**config.mk**
```make
export PLATFORM = sky130hd
export DESIGN_NAME = usb_phy_control_regs
export DESIGN_NICKNAME = d
export VERILOG_FILES = /design/src/design/usb_phy_pkg.sv /design/src/design/usb_phy_control_regs.sv /design/src/design/line_filter.sv
export VERILOG_INCLUDE_DIRS = /design/src /design/src/design
export SDC_FILE = /design/constraint.sdc
export NUM_CORES = 1
export LEC_CHECK = 0
export BUFFER_PORTS_ARGS = -buffer_cell sky130_fd_sc_hd__buf_2
export CORE_MARGIN = 5
export CORE_UTILIZATION = 45
export DETAILED_ROUTE_END_ITERATION = 7
export GPL_TIMING_DRIVEN = 0
export PLACE_DENSITY_LB_ADDON = 0.1
export SKIP_LAST_GASP = 1
export SLEW_MARGIN = 10
export SYNTH_ARGS = -nofsm -noshare
export SYNTH_HDL_FRONTEND = slang
export SYNTH_SLANG_ARGS = --single-unit
```
**constraint.sdc**
```tcl
create_clock -name clk_in -period 5.35 [get_ports clk_in]
set_input_delay 1.07 -clock clk_in [delete_from_list [all_inputs] [get_ports clk_in]]
set_output_delay 1.07 -clock clk_in [all_outputs]
set_load 0.02 [all_outputs]
```
**src/design/usb_phy_cfg.svh**
```systemverilog
// register offsets, field positions, reset values and line codes of the usb phy control block
`ifndef USB_PHY_CFG_SVH
`define USB_PHY_CFG_SVH

// byte offsets on the register port
`define OFF_PWR_SIG 8'h3c
`define OFF_PHY_CTRL 8'h40
`define OFF_IRQ_STAT 8'h44
`define OFF_IRQ_MASK 8'h48
`define OFF_LINE_STAT 8'h4c

// power signalling fields
`define PWR_VALID_BIT 8
`define PWR_DATA_HI 7
`define PWR_DATA_LO 0

// phy control fields
`define PHY_PD_DIS_BIT 18
`define PHY_SE0_BIT 13
`define PHY_K_BIT 12
`define PHY_FILT_HI 11
`define PHY_FILT_LO 8
`define PHY_AUTO_BIT 7
`define PHY_CONF_HI 6
`define PHY_CONF_LO 4

// interrupt status and mask fields
`define IRQ_SE0_BIT 0
`define IRQ_K_BIT 1
`define IRQ_CHG_BIT 2

// line status fields
`define LINE_FILT_HI 1
`define LINE_FILT_LO 0
`define LINE_ASLEEP_BIT 2

// reset values and readable masks
`define RESET_WORD 32'h0000_0000
`define PWR_RMASK 32'h0000_01ff
`define PHY_RMASK 32'h0004_3ff0

// usb line state codes
`define LS_SE0 2'h0
`define LS_J 2'h1
`define LS_K 2'h2

`endif

```
**src/design/usb_phy_pkg.sv**
```systemverilog
// types shared by the usb phy control block
package usb_phy_pkg;

	// phy control register contents
	typedef struct packed {
		logic pd_dis;
		logic se0_flag;
		logic k_flag;
		logic [3:0] filt_log2;
		logic auto_en;
		logic [2:0] conf;
	} phy_ctrl_t;

	// power signalling register contents
	typedef struct packed {
		logic valid;
		logic [7:0] data;
	} pwr_sig_t;

	// suspend controller states
	typedef enum logic [2:0] {
		ST_AWAKE = 3'b001,
		ST_ASLEEP = 3'b010,
		ST_WOKEN = 3'b100
	} wake_state_t;

endpackage

```
**src/design/usb_phy_control_regs.sv**
```systemverilog
// usb power signalling and phy control registers with suspend controller and interrupts
//
// Behaviour
// - bit 18 set disables both wide-port pulldowns
// - auto-resume on se0 sets sticky bit 13
// - auto-resume on k state sets bit 12
// - line change passes after 2^n stable cycles
// - bit 7 lets hardware handle suspend resume
// - bits 6:4 drive phy configuration pins directly
//
// Chosen here: the address-and-strobe port.
`timescale 1ns/1ns
`include "usb_phy_cfg.svh"

module usb_phy_control_regs (
	// clock and reset
	input wire logic clk_in,
	input wire logic rst_in,
	// register port
	input wire logic [7:0] addr_in,
	input wire logic [31:0] wdata_in,
	input wire logic wr_in,
	input wire logic rd_in,
	output logic [31:0] rdata_out,
	// usb line side
	input wire logic [1:0] line_state_in,
	input wire logic suspend_in,
	// phy and port controls
	output logic pulldown_dis_out,
	output logic [2:0] phy_config_pins_out,
	output logic [1:0] line_filt_out,
	output logic resume_out,
	// power signalling
	output logic [7:0] power_data_out,
	output logic power_valid_out,
	// interrupt
	output logic irq_out
);

	usb_phy_pkg::phy_ctrl_t phy;
	usb_phy_pkg::phy_ctrl_t next_phy;
	usb_phy_pkg::pwr_sig_t pwr;
	usb_phy_pkg::pwr_sig_t next_pwr;
	usb_phy_pkg::wake_state_t state;
	usb_phy_pkg::wake_state_t next_state;
	logic [2:0] stat;
	logic [2:0] next_stat;
	logic [2:0] mask;
	logic [2:0] next_mask;
	logic [31:0] next_rdata;
	logic next_irq;
	logic next_resume;
	logic line_chg;
	logic wake_se0;
	logic wake_k;

	// address decode for writes; reads decode the address in a case statement
	function automatic logic hit(input logic [7:0] a, input logic [7:0] off);
		return a == off;
	endfunction

	// pack the phy control fields into a bus word, reserved bits zero
	function automatic logic [31:0] phy_word(input usb_phy_pkg::phy_ctrl_t p);
		logic [31:0] w;
		w = `RESET_WORD;
		w[`PHY_PD_DIS_BIT] = p.pd_dis;
		w[`PHY_SE0_BIT] = p.se0_flag;
		w[`PHY_K_BIT] = p.k_flag;
		w[`PHY_FILT_HI:`PHY_FILT_LO] = p.filt_log2;
		w[`PHY_AUTO_BIT] = p.auto_en;
		w[`PHY_CONF_HI:`PHY_CONF_LO] = p.conf;
		return w;
	endfunction

	// pack the power signalling fields into a bus word
	function automatic logic [31:0] pwr_word(input usb_phy_pkg::pwr_sig_t p);
		logic [31:0] w;
		w = `RESET_WORD;
		w[`PWR_VALID_BIT] = p.valid;
		w[`PWR_DATA_HI:`PWR_DATA_LO] = p.data;
		return w;
	endfunction

	// settle filter on the raw line state
	line_filter #(
		.CNT_W(16)
	) u_filter (
		.clk_in(clk_in),
		.rst_in(rst_in),
		.line_raw_in(line_state_in),
		.log2_in(phy.filt_log2),
		.line_filt_out(line_filt_out),
		.change_out(line_chg)
	);

	// suspend controller: only watches the filtered line, so glitches shorter than the 2^n-cycle settle time cannot wake it
	always_comb begin
		next_state = state;
		wake_se0 = 1'b0;
		wake_k = 1'b0;
		case (state)
			usb_phy_pkg::ST_AWAKE: begin
				if (phy.auto_en && suspend_in) begin
					next_state = usb_phy_pkg::ST_ASLEEP;
				end
			end
			usb_phy_pkg::ST_ASLEEP: begin
				if (!phy.auto_en) begin
					next_state = usb_phy_pkg::ST_AWAKE;
				end else if (line_filt_out == `LS_SE0) begin
					wake_se0 = 1'b1;
					next_state = usb_phy_pkg::ST_WOKEN;
				end else if (line_filt_out == `LS_K) begin
					wake_k = 1'b1;
					next_state = usb_phy_pkg::ST_WOKEN;
				end
			end
			usb_phy_pkg::ST_WOKEN: begin
				if (!phy.auto_en || !suspend_in) begin
					next_state = usb_phy_pkg::ST_AWAKE;
				end
			end
			default: begin
				next_state = usb_phy_pkg::ST_AWAKE;
			end
		endcase
		next_resume = (next_state == usb_phy_pkg::ST_WOKEN);
	end

	// register file; hardware sets are applied last so they win over clears
	always_comb begin
		next_phy = phy;
		next_pwr = pwr;
		next_mask = mask;
		next_stat = stat;
		next_rdata = `RESET_WORD;
		if (wr_in) begin
			if (hit(addr_in, `OFF_PWR_SIG)) begin
				next_pwr.valid = wdata_in[`PWR_VALID_BIT];
				next_pwr.data = wdata_in[`PWR_DATA_HI:`PWR_DATA_LO];
			end
			if (hit(addr_in, `OFF_PHY_CTRL)) begin
				next_phy.pd_dis = wdata_in[`PHY_PD_DIS_BIT];
				next_phy.filt_log2 = wdata_in[`PHY_FILT_HI:`PHY_FILT_LO];
				next_phy.auto_en = wdata_in[`PHY_AUTO_BIT];
				next_phy.conf = wdata_in[`PHY_CONF_HI:`PHY_CONF_LO];
				// flags clear on zero; a one leaves them alone so rmw is safe
				next_phy.se0_flag = phy.se0_flag & wdata_in[`PHY_SE0_BIT];
				next_phy.k_flag = phy.k_flag & wdata_in[`PHY_K_BIT];
			end
			if (hit(addr_in, `OFF_IRQ_MASK)) begin
				next_mask = wdata_in[2:0];
			end
		end
		if (rd_in) begin
			case (addr_in)
				`OFF_PWR_SIG: next_rdata = pwr_word(pwr);
				`OFF_PHY_CTRL: next_rdata = phy_word(phy);
				`OFF_IRQ_STAT: begin
					next_rdata = {29'h000_0000, stat};
					next_stat = 3'h0;
				end
				`OFF_IRQ_MASK: next_rdata = {29'h000_0000, mask};
				`OFF_LINE_STAT: begin
					next_rdata[`LINE_FILT_HI:`LINE_FILT_LO] = line_filt_out;
					next_rdata[`LINE_ASLEEP_BIT] = (state == usb_phy_pkg::ST_ASLEEP);
				end
				default: next_rdata = `RESET_WORD;
			endcase
		end
		if (wake_se0) begin
			next_phy.se0_flag = 1'b1;
			next_stat[`IRQ_SE0_BIT] = 1'b1;
		end
		if (wake_k) begin
			next_phy.k_flag = 1'b1;
			next_stat[`IRQ_K_BIT] = 1'b1;
		end
		if (line_chg) begin
			next_stat[`IRQ_CHG_BIT] = 1'b1;
		end
		// level interrupt computed from next values so it tracks status exactly
		next_irq = |(next_stat & next_mask);
	end

	// state registers; outputs mirror flip-flops only
	always_ff @(posedge clk_in or posedge rst_in) begin
		if (rst_in) begin
			phy <= '0;
			pwr <= '0;
			mask <= 3'h0;
			stat <= 3'h0;
			state <= usb_phy_pkg::ST_AWAKE;
			rdata_out <= `RESET_WORD;
			irq_out <= 1'b0;
			resume_out <= 1'b0;
		end else begin
			phy <= next_phy;
			pwr <= next_pwr;
			mask <= next_mask;
			stat <= next_stat;
			state <= next_state;
			rdata_out <= next_rdata;
			irq_out <= next_irq;
			resume_out <= next_resume;
		end
	end

	// control outputs taken straight from the register fields
	assign pulldown_dis_out = phy.pd_dis;
	assign phy_config_pins_out = phy.conf;
	assign power_data_out = pwr.data;
	assign power_valid_out = pwr.valid;
endmodule // usb_phy_control_regs

```
**src/design/line_filter.sv**
```systemverilog
// glitch filter for the usb line state with a power-of-two settle time
`timescale 1ns/1ns
`include "usb_phy_cfg.svh"

module line_filter #(
	parameter int CNT_W = 16
) (
	// clock and reset
	input wire logic clk_in,
	input wire logic rst_in,
	// raw line and settle exponent
	input wire logic [1:0] line_raw_in,
	input wire logic [3:0] log2_in,
	// filtered line
	output logic [1:0] line_filt_out,
	output logic change_out
);

	logic [1:0] cand;
	logic [1:0] next_cand;
	logic [1:0] next_filt;
	logic [CNT_W-1:0] cnt;
	logic [CNT_W-1:0] next_cnt;
	logic [CNT_W-1:0] target;
	logic next_change;

	// settle time in cycles is two to the programmed exponent
	assign target = {{(CNT_W-1){1'b0}}, 1'b1} << log2_in;

	// count cycles the candidate has held; any new value restarts the count
	always_comb begin
		next_cand = cand;
		next_cnt = cnt;
		next_filt = line_filt_out;
		next_change = 1'b0;
		if (line_raw_in == line_filt_out) begin
			next_cand = line_filt_out;
			next_cnt = '0;
		end else if (line_raw_in != cand) begin
			next_cand = line_raw_in;
			next_cnt = {{(CNT_W-1){1'b0}}, 1'b1};
		end else begin
			next_cnt = cnt + {{(CNT_W-1){1'b0}}, 1'b1};
		end
		if (next_cand != line_filt_out && next_cnt >= target) begin
			next_filt = next_cand;
			next_change = 1'b1;
			next_cnt = '0;
		end
	end

	// state registers
	always_ff @(posedge clk_in or posedge rst_in) begin
		if (rst_in) begin
			cand <= `LS_SE0;
			cnt <= '0;
			line_filt_out <= `LS_SE0;
			change_out <= 1'b0;
		end else begin
			cand <= next_cand;
			cnt <= next_cnt;
			line_filt_out <= next_filt;
			change_out <= next_change;
		end
	end
endmodule // line_filter

```
**Word-level counts from Yosys, hierarchy flattened**

Index checks and enable logic that the tools add are counted.

- Eq/ne operators: 13
- Muxes and demuxes: 33
- Shifts and indexed selects: 1
- Bitwise operators: 3
- Reduce and logical (&&, ||, !) cells: 15
- $add $sub $neg: 1
- $lt $le $gt $ge: 1

Operators with widths:

| kind | number |
|---|---|
| $mux 16 | 3 |
| $eq 8x7->1 const B | 4 |
| $pmux 16 s2 | 1 |
| $mux 3 | 9 |
| $mux 10 | 2 |
| $mux 19 | 1 |
| $add 16x1->16 const B | 1 |
| $ge 16x16->1 | 1 |
| $shl 1x4->16 const A | 1 |
| $mux 1 | 13 |
| $pmux 3 s4 | 1 |
| $pmux 3 s3 | 1 |
| $eq 8x6->1 const B | 1 |
| $reduce_and 2->1 | 4 |
| $reduce_bool 2->1 | 4 |
| $eq 3x3->1 const B | 2 |
| $mux 2 | 2 |
| $ne 2x2->1 | 2 |
| $and 3x3->3 | 1 |
| $eq 3x1->1 const B | 1 |
| $eq 3x2->1 const B | 1 |
| $reduce_or 3->1 | 1 |
| $and 1x1->1 | 2 |
| $eq 2x2->1 | 1 |
| other kinds (5) | 7 |

- Word-level logic and storage cells: 85
- Input bits: 47
- Register bits after elaboration: 84
- Output and inout port bits: 49

**Logic depth before layout (Yosys ltp)**

- Word-level depth: 8
- Mapped depth: 13
- Gate-level depth less buffers: 12

**Modules after synthesis**

From an unflattened synthesis, not the netlist that was laid out.

- Cells, all modules: 337
- Area total of the unflattened synthesis: 3689.8 sq um

By module, submodules not included:

| module | cells an instance | sequential area each (sq um) | times used | area an instance (sq um) |
|---|---|---|---|---|
| usb_phy_control_regs | 168 | 1152.4 | 1 | 2115.8 |
| line_filter | 169 | 525.5 | 1 | 1574.0 |

**Worst setup path before layout**

No wires, ideal clock.

- Path kind: input port to flip-flop
- Start: in line_state_in[1]
- End: reg u_filter.line_filt_out[0]
- Slack: 1.930 ns
- Required time: 5.222 ns
- Arrival time: 3.292 ns
- Library setup time: 0.128 ns
- Buffers on the path: 1
- Stages: 10
- Path through: xor2_1 o21ai_0 clkbuf_1 nor2_1 ha_1 a21o_1 a21o_1 a221oi_4 nand3_2 mux2_1

- Longest elaborated chain between the ends: 5
- Elaborated cells on any way between the ends: 9
- Those cells by class: order compare: 1; eq/ne: 3; mux: 4; reduce/logical: 1

Ends and longest elaborated chain:

| element | RTL line | RTL |
|---|---|---|
| start: declaration | usb_phy_control_regs.sv:26 | `input wire logic [1:0] line_state_in,` |
| $ne 2x2->1 | line_filter.sv:39 | `end else if (line_raw_in != cand) begin` |
| $mux 16 or $mux 2 (tied branches) | line_filter.sv:39 |  |
| $mux 16 or $mux 2 (tied branches) | line_filter.sv:36 | `if (line_raw_in == line_filt_out) begin` |
| $ge 16x16->1 or $ne 2x2->1 (tied branches) | line_filter.sv:45 | `if (next_cand != line_filt_out && next_cnt >= target) begin` |
| $logic_and 1x1->1 | line_filter.sv:45 |  |
| end signal: assignment | line_filter.sv:57 | `` line_filt_out <= `LS_SE0; `` |
| end signal: assignment | line_filter.sv:62 | `line_filt_out <= next_filt;` |
| end: declaration | line_filter.sv:15 | `output logic [1:0] line_filt_out,` |

Several ways; a longest one is shown, not always the timed one.
A chain may end at the register's enable or synchronous reset.

**Worst setup path after layout**

- Start: in line_state_in[1]
- End: reg u_filter.cnt[6]

- Longest elaborated chain between the ends: 6
- Elaborated cells on any way between the ends: 10
- Those cells by class: order compare: 1; eq/ne: 3; mux: 5; reduce/logical: 1

Ends and longest elaborated chain:

| element | RTL line | RTL |
|---|---|---|
| $ne 2x2->1 | line_filter.sv:39 |  |
| $mux 16 or $mux 2 (tied branches) | line_filter.sv:39 |  |
| $mux 16 or $mux 2 (tied branches) | line_filter.sv:36 |  |
| $ge 16x16->1 or $ne 2x2->1 (tied branches) | line_filter.sv:45 |  |
| $logic_and 1x1->1 | line_filter.sv:45 |  |
| $mux 16 * | line_filter.sv:45 |  |
| net u_filter.next_cnt[6] | line_filter.sv:23 | `logic [CNT_W-1:0] next_cnt;` |
| end signal: assignment | line_filter.sv:61 | `cnt <= next_cnt;` |
| end: declaration | line_filter.sv:22 | `logic [CNT_W-1:0] cnt;` |

Mark *: on every way through the listed nets, which the timed path passes. The rest lies on a longest branch.

==> summary.txt <==
Worst setup path
  – Critical Path Max Stage Delay: 390 ps
  – Crit path cell chain: buf_2 > xor2_1 > o21ai_0 > clkbuf_1 > nor2_1 > ha_1 > nand4_1 > nor3_2 > nand3b_1 > a31oi_4 > buf_6 > nor3_2
  – CP Capture Point: u_filter.cnt[6]$_DFF_PP0_
  – Crit path capture type: register
  – Depth of the worst register-to-register path: 11
  – Critical path depth: 12
  – CP max-delay cell: clkbuf_1
  – CP Max Fanout: 10
  – RR Endpoint: u_filter.cnt[6]$_DFF_PP0_
  – Top Family by Delay on Critical Path: simple AND/OR/NAND/NOR gates
  – CP Launch Point: line_state_in[1]
  – Critical Path AT: 3760 ps
  – Worst setup SP type: input pin
  – FF-to-FF setup slack: 2140 ps
  – Reg-to-Reg Start: u_filter.line_filt_out[1]$_DFFE_PP0P_
  – Most frequent CP cell: nor3_2
  – WP data required: 5550 ps
  – Worst path bufs/invs: 3
  – Crit Path Class: input pin to register

Global route
  – Vias in the first global route: 2,756
  – Largest net degree at the start of global routing: 50
  – Grt met1 use: 21.04%
  – Met2 usage: 27.78%
  – Global route overflow: 0
  – Total global-route track usage: 16.49%
  – Initial antenna violation count: 0
  – Met3 Usage GRT: 3.961%
  – Global-route wire length before repair: 13.11 mm
  – Busiest metal layer after global routing: met2

Synth
  – #FFs+latches synth: 67
  – Synth unique cells: 50
  – Mapped cell area: 3674 sq um
  – Syn_area_per_cell: 10.93 sq um
  – Area leader, netlist: dfrtp_1
  – Post-synthesis mux area share: 8.992%
  – Cells after Synth: 336
  – Sequential fraction of the synthesis area: 45.67%
  – Synth Area in XOR/XNOR: 4.292%
  – Post-synthesis compound-gate area fraction: 7.357%
  – Synth area leaders: dfrtp_1, ha_1, buf_4
  – Adder-Cell Fraction of Synth Area: 5.790%
  – Post-synth EDFFs: 0
  – Simple-gate portion of the synthesized area: 21.59%
  – Asr flop ratio synth: 100.0%
  – Predominant post-synthesis flop cell: dfrtp_1
  – Ys Warns: 0
  – Yosys top cell area share: 44.96%
  – Largest family of logic cells by synthesized area: simple AND/OR/NAND/NOR gates

Timing
  – Final setup viols: 0
  – RSZ-0062 raised after global routing: false
  – Max Slew Vio Count: 0
  – Fmax: 280.7 MHz
  – Final setup TNS: 0 ps
  – Final period util: 66.58%
  – Worst slew pin tran: 552.1 ps
  – Worst Clk Skew: 6.084 ps
  – Final hold violations: 0
  – Max transition margin: 63.19%
  – Fin crit period: 3562 ps
  – Hold slack: 467.5 ps

Die
  – # IOs: 96
  – Die Ht: 100.4 microns
  – Area of the core: 8093 sq um
  – Starting Density: 45.39%
  – Num rows: 33
  – Die width: 100.4 microns
  – Die ar.: 10,070 sq um

CTS
  – Num Clock Sinks: 67
  – CTS H-tree depth: 3
  – Total CTS buffers: 9
  – Clk Latency, worst-skew pair: 340 ps
  – Maximum clock path buffer count: 2
  – CTS tree: yes
  – Root buffer cell: clkbuf_8
  – CTS hold repair buffers: 0
  – Post-CTS resize count: 0
  – Setup Buffers After CTS: 0
  – Clk slew on worst S/H paths: 70 ps

Cells and area
  – Commonest non-fill, non-tap cell in the layout: dfrtp_1
  – Antenna cells: 0
  – Design area: 4459 sq um
  – Layout cells sized above 1: 34.50%
  – Nets@finish: 488
  – Most frequent cells in the layout: dfrtp_1, buf_2, nor2_1
  – Layout overhead on the synthesized area: 21.39%
  – Non-Filler Instances: 534

Outcome
  – Status: completed

Power and ir drop
  – Worst ir drop on vdd: 192.1 uV
  – Pwr/cell area: 305.2 nW/um^2
  – Leakage Power: 0.002204 uW
  – Comb pwr share: 17.9%
  – Sequential Power Share: 41.0%
  – Sw frac: 27.76%
  – Sw Pwr: 377.7 uW
  – Power share of the clock group: 41.1%
  – P_int: 983.0 uW

Job
  – Max cap viols: 0

Placed design
  – Placed cell area: 4195 sq um
  – RePlAce Congestion: 0.8437
  – Port bufs: 60
  – Inst Count DP: 518
  – Post-detail-place hpwl: 5.942 mm

Routing
  – Final WL: 7.631 mm
  – Iter 0 DRT Violations: 53
  – Antenna-violating nets left: 0
  – WL/cell: 14.29 microns
  – Drt drc: 0
  – DR vias/cell: 5.032
  – DR vias: 2,687
  – Router iterations before antenna repair: 4

Hold path
  – Tightest Hold Check Type: register to register
power groups by stage:
| stage | sequential (uW) | clock (uW) | combinational, uW |
|---|---|---|---|
| floorplan | 573 | 0 | 171 |
| global placement | 567 | 0 | 244 |
| detailed placement | 567 | 0 | 246 |
| CTS | 557 | 574 | 248 |
| global route | 561 | 596 | 272 |
| finish | 558 | 559 | 244 |
registers in the layout (all words and copies together) (netlist names), 2 cells and up:
| signal | count |
|---|---|
| mask | 3 |
| phy | 7 |
| phy_config_pins_out | 3 |
| power_data_out | 8 |
| rdata_out | 15 |
| stat | 3 |
| state | 3 |
| u_filter.cand | 2 |
| u_filter.cnt | 16 |
| u_filter.line_filt_out | 2 |
worst min-delay path by stage:
stage,start,end,cells after the start
after floorplan,u_filter.change_out$_DFF_PP0_,stat[2]$_DFF_PP0_,1
after global placement,u_filter.change_out$_DFF_PP0_,stat[2]$_DFF_PP0_,1
after detailed placement,u_filter.change_out$_DFF_PP0_,stat[2]$_DFF_PP0_,1
after CTS,u_filter.change_out$_DFF_PP0_,stat[2]$_DFF_PP0_,1
after global routing,u_filter.change_out$_DFF_PP0_,stat[2]$_DFF_PP0_,1
final,u_filter.change_out$_DFF_PP0_,stat[2]$_DFF_PP0_,1
metal layers:
metal / routed length, microns / share of wire, %
met1: 3415 / 45
met2: 3808 / 50
met3: 291 / 3.8
met4: 116 / 1.5
met5: 0 / 0
cells by family (layout without fill, tap and decap cells):
| logic type | count (synthesis) | after routing |
|---|---|---|
| muxes | 26 | 26 |
| other | 1 | 17 |
| adders and majority gates | 17 | 17 |
| xor gates and xnor gates | 18 | 18 |
| and+or+nand+nor | 134 | 134 |
| buffers and inverters | 37 | 114 |
| AOI/OAI and AO/OA | 36 | 36 |
| DFF | 67 | 67 |
synth_stat cells (all sizes together) (4+ instances only):
cell,n
nor3,22
nand2,25
a21o,5
nor2,28
clkbuf,10
nand4,7
nor2b,6
a22o,5
nor4,5
xnor2,7
mux2,26
buf,23
o21ai,8
ha,17
and2,8
xor2,11
inv,4
nand2b,6
nand3,14
dfrtp,66
and3,5
a21oi,10
stage by stage:
step	setup WS (ps)	utilization, %	power (uW)
3_5_place_dp	1412	51.84	812.5
6_report	1788	55.10	1361
2_1_floorplan	1930	-	743.1
3_3_place_gp	1420	51.47	810.6
4_1_cts	1767	55.10	1380
5_1_grt	1521	55.10	1430
area by class of cell:
class	instances	area, sq um
Timing Repair Buffer	61	327.8
Sequential cell	67	1678
Buffer	33	212.7
Tap cell	105	131.4
Inverter	4	17.52
Clock inverter	6	136.4
Fill cell	759	3633
Multi-Input combinational cell	248	1828
Clock buffer	10	127.6
No activity file was read; power rests on OpenSTA's default activity.
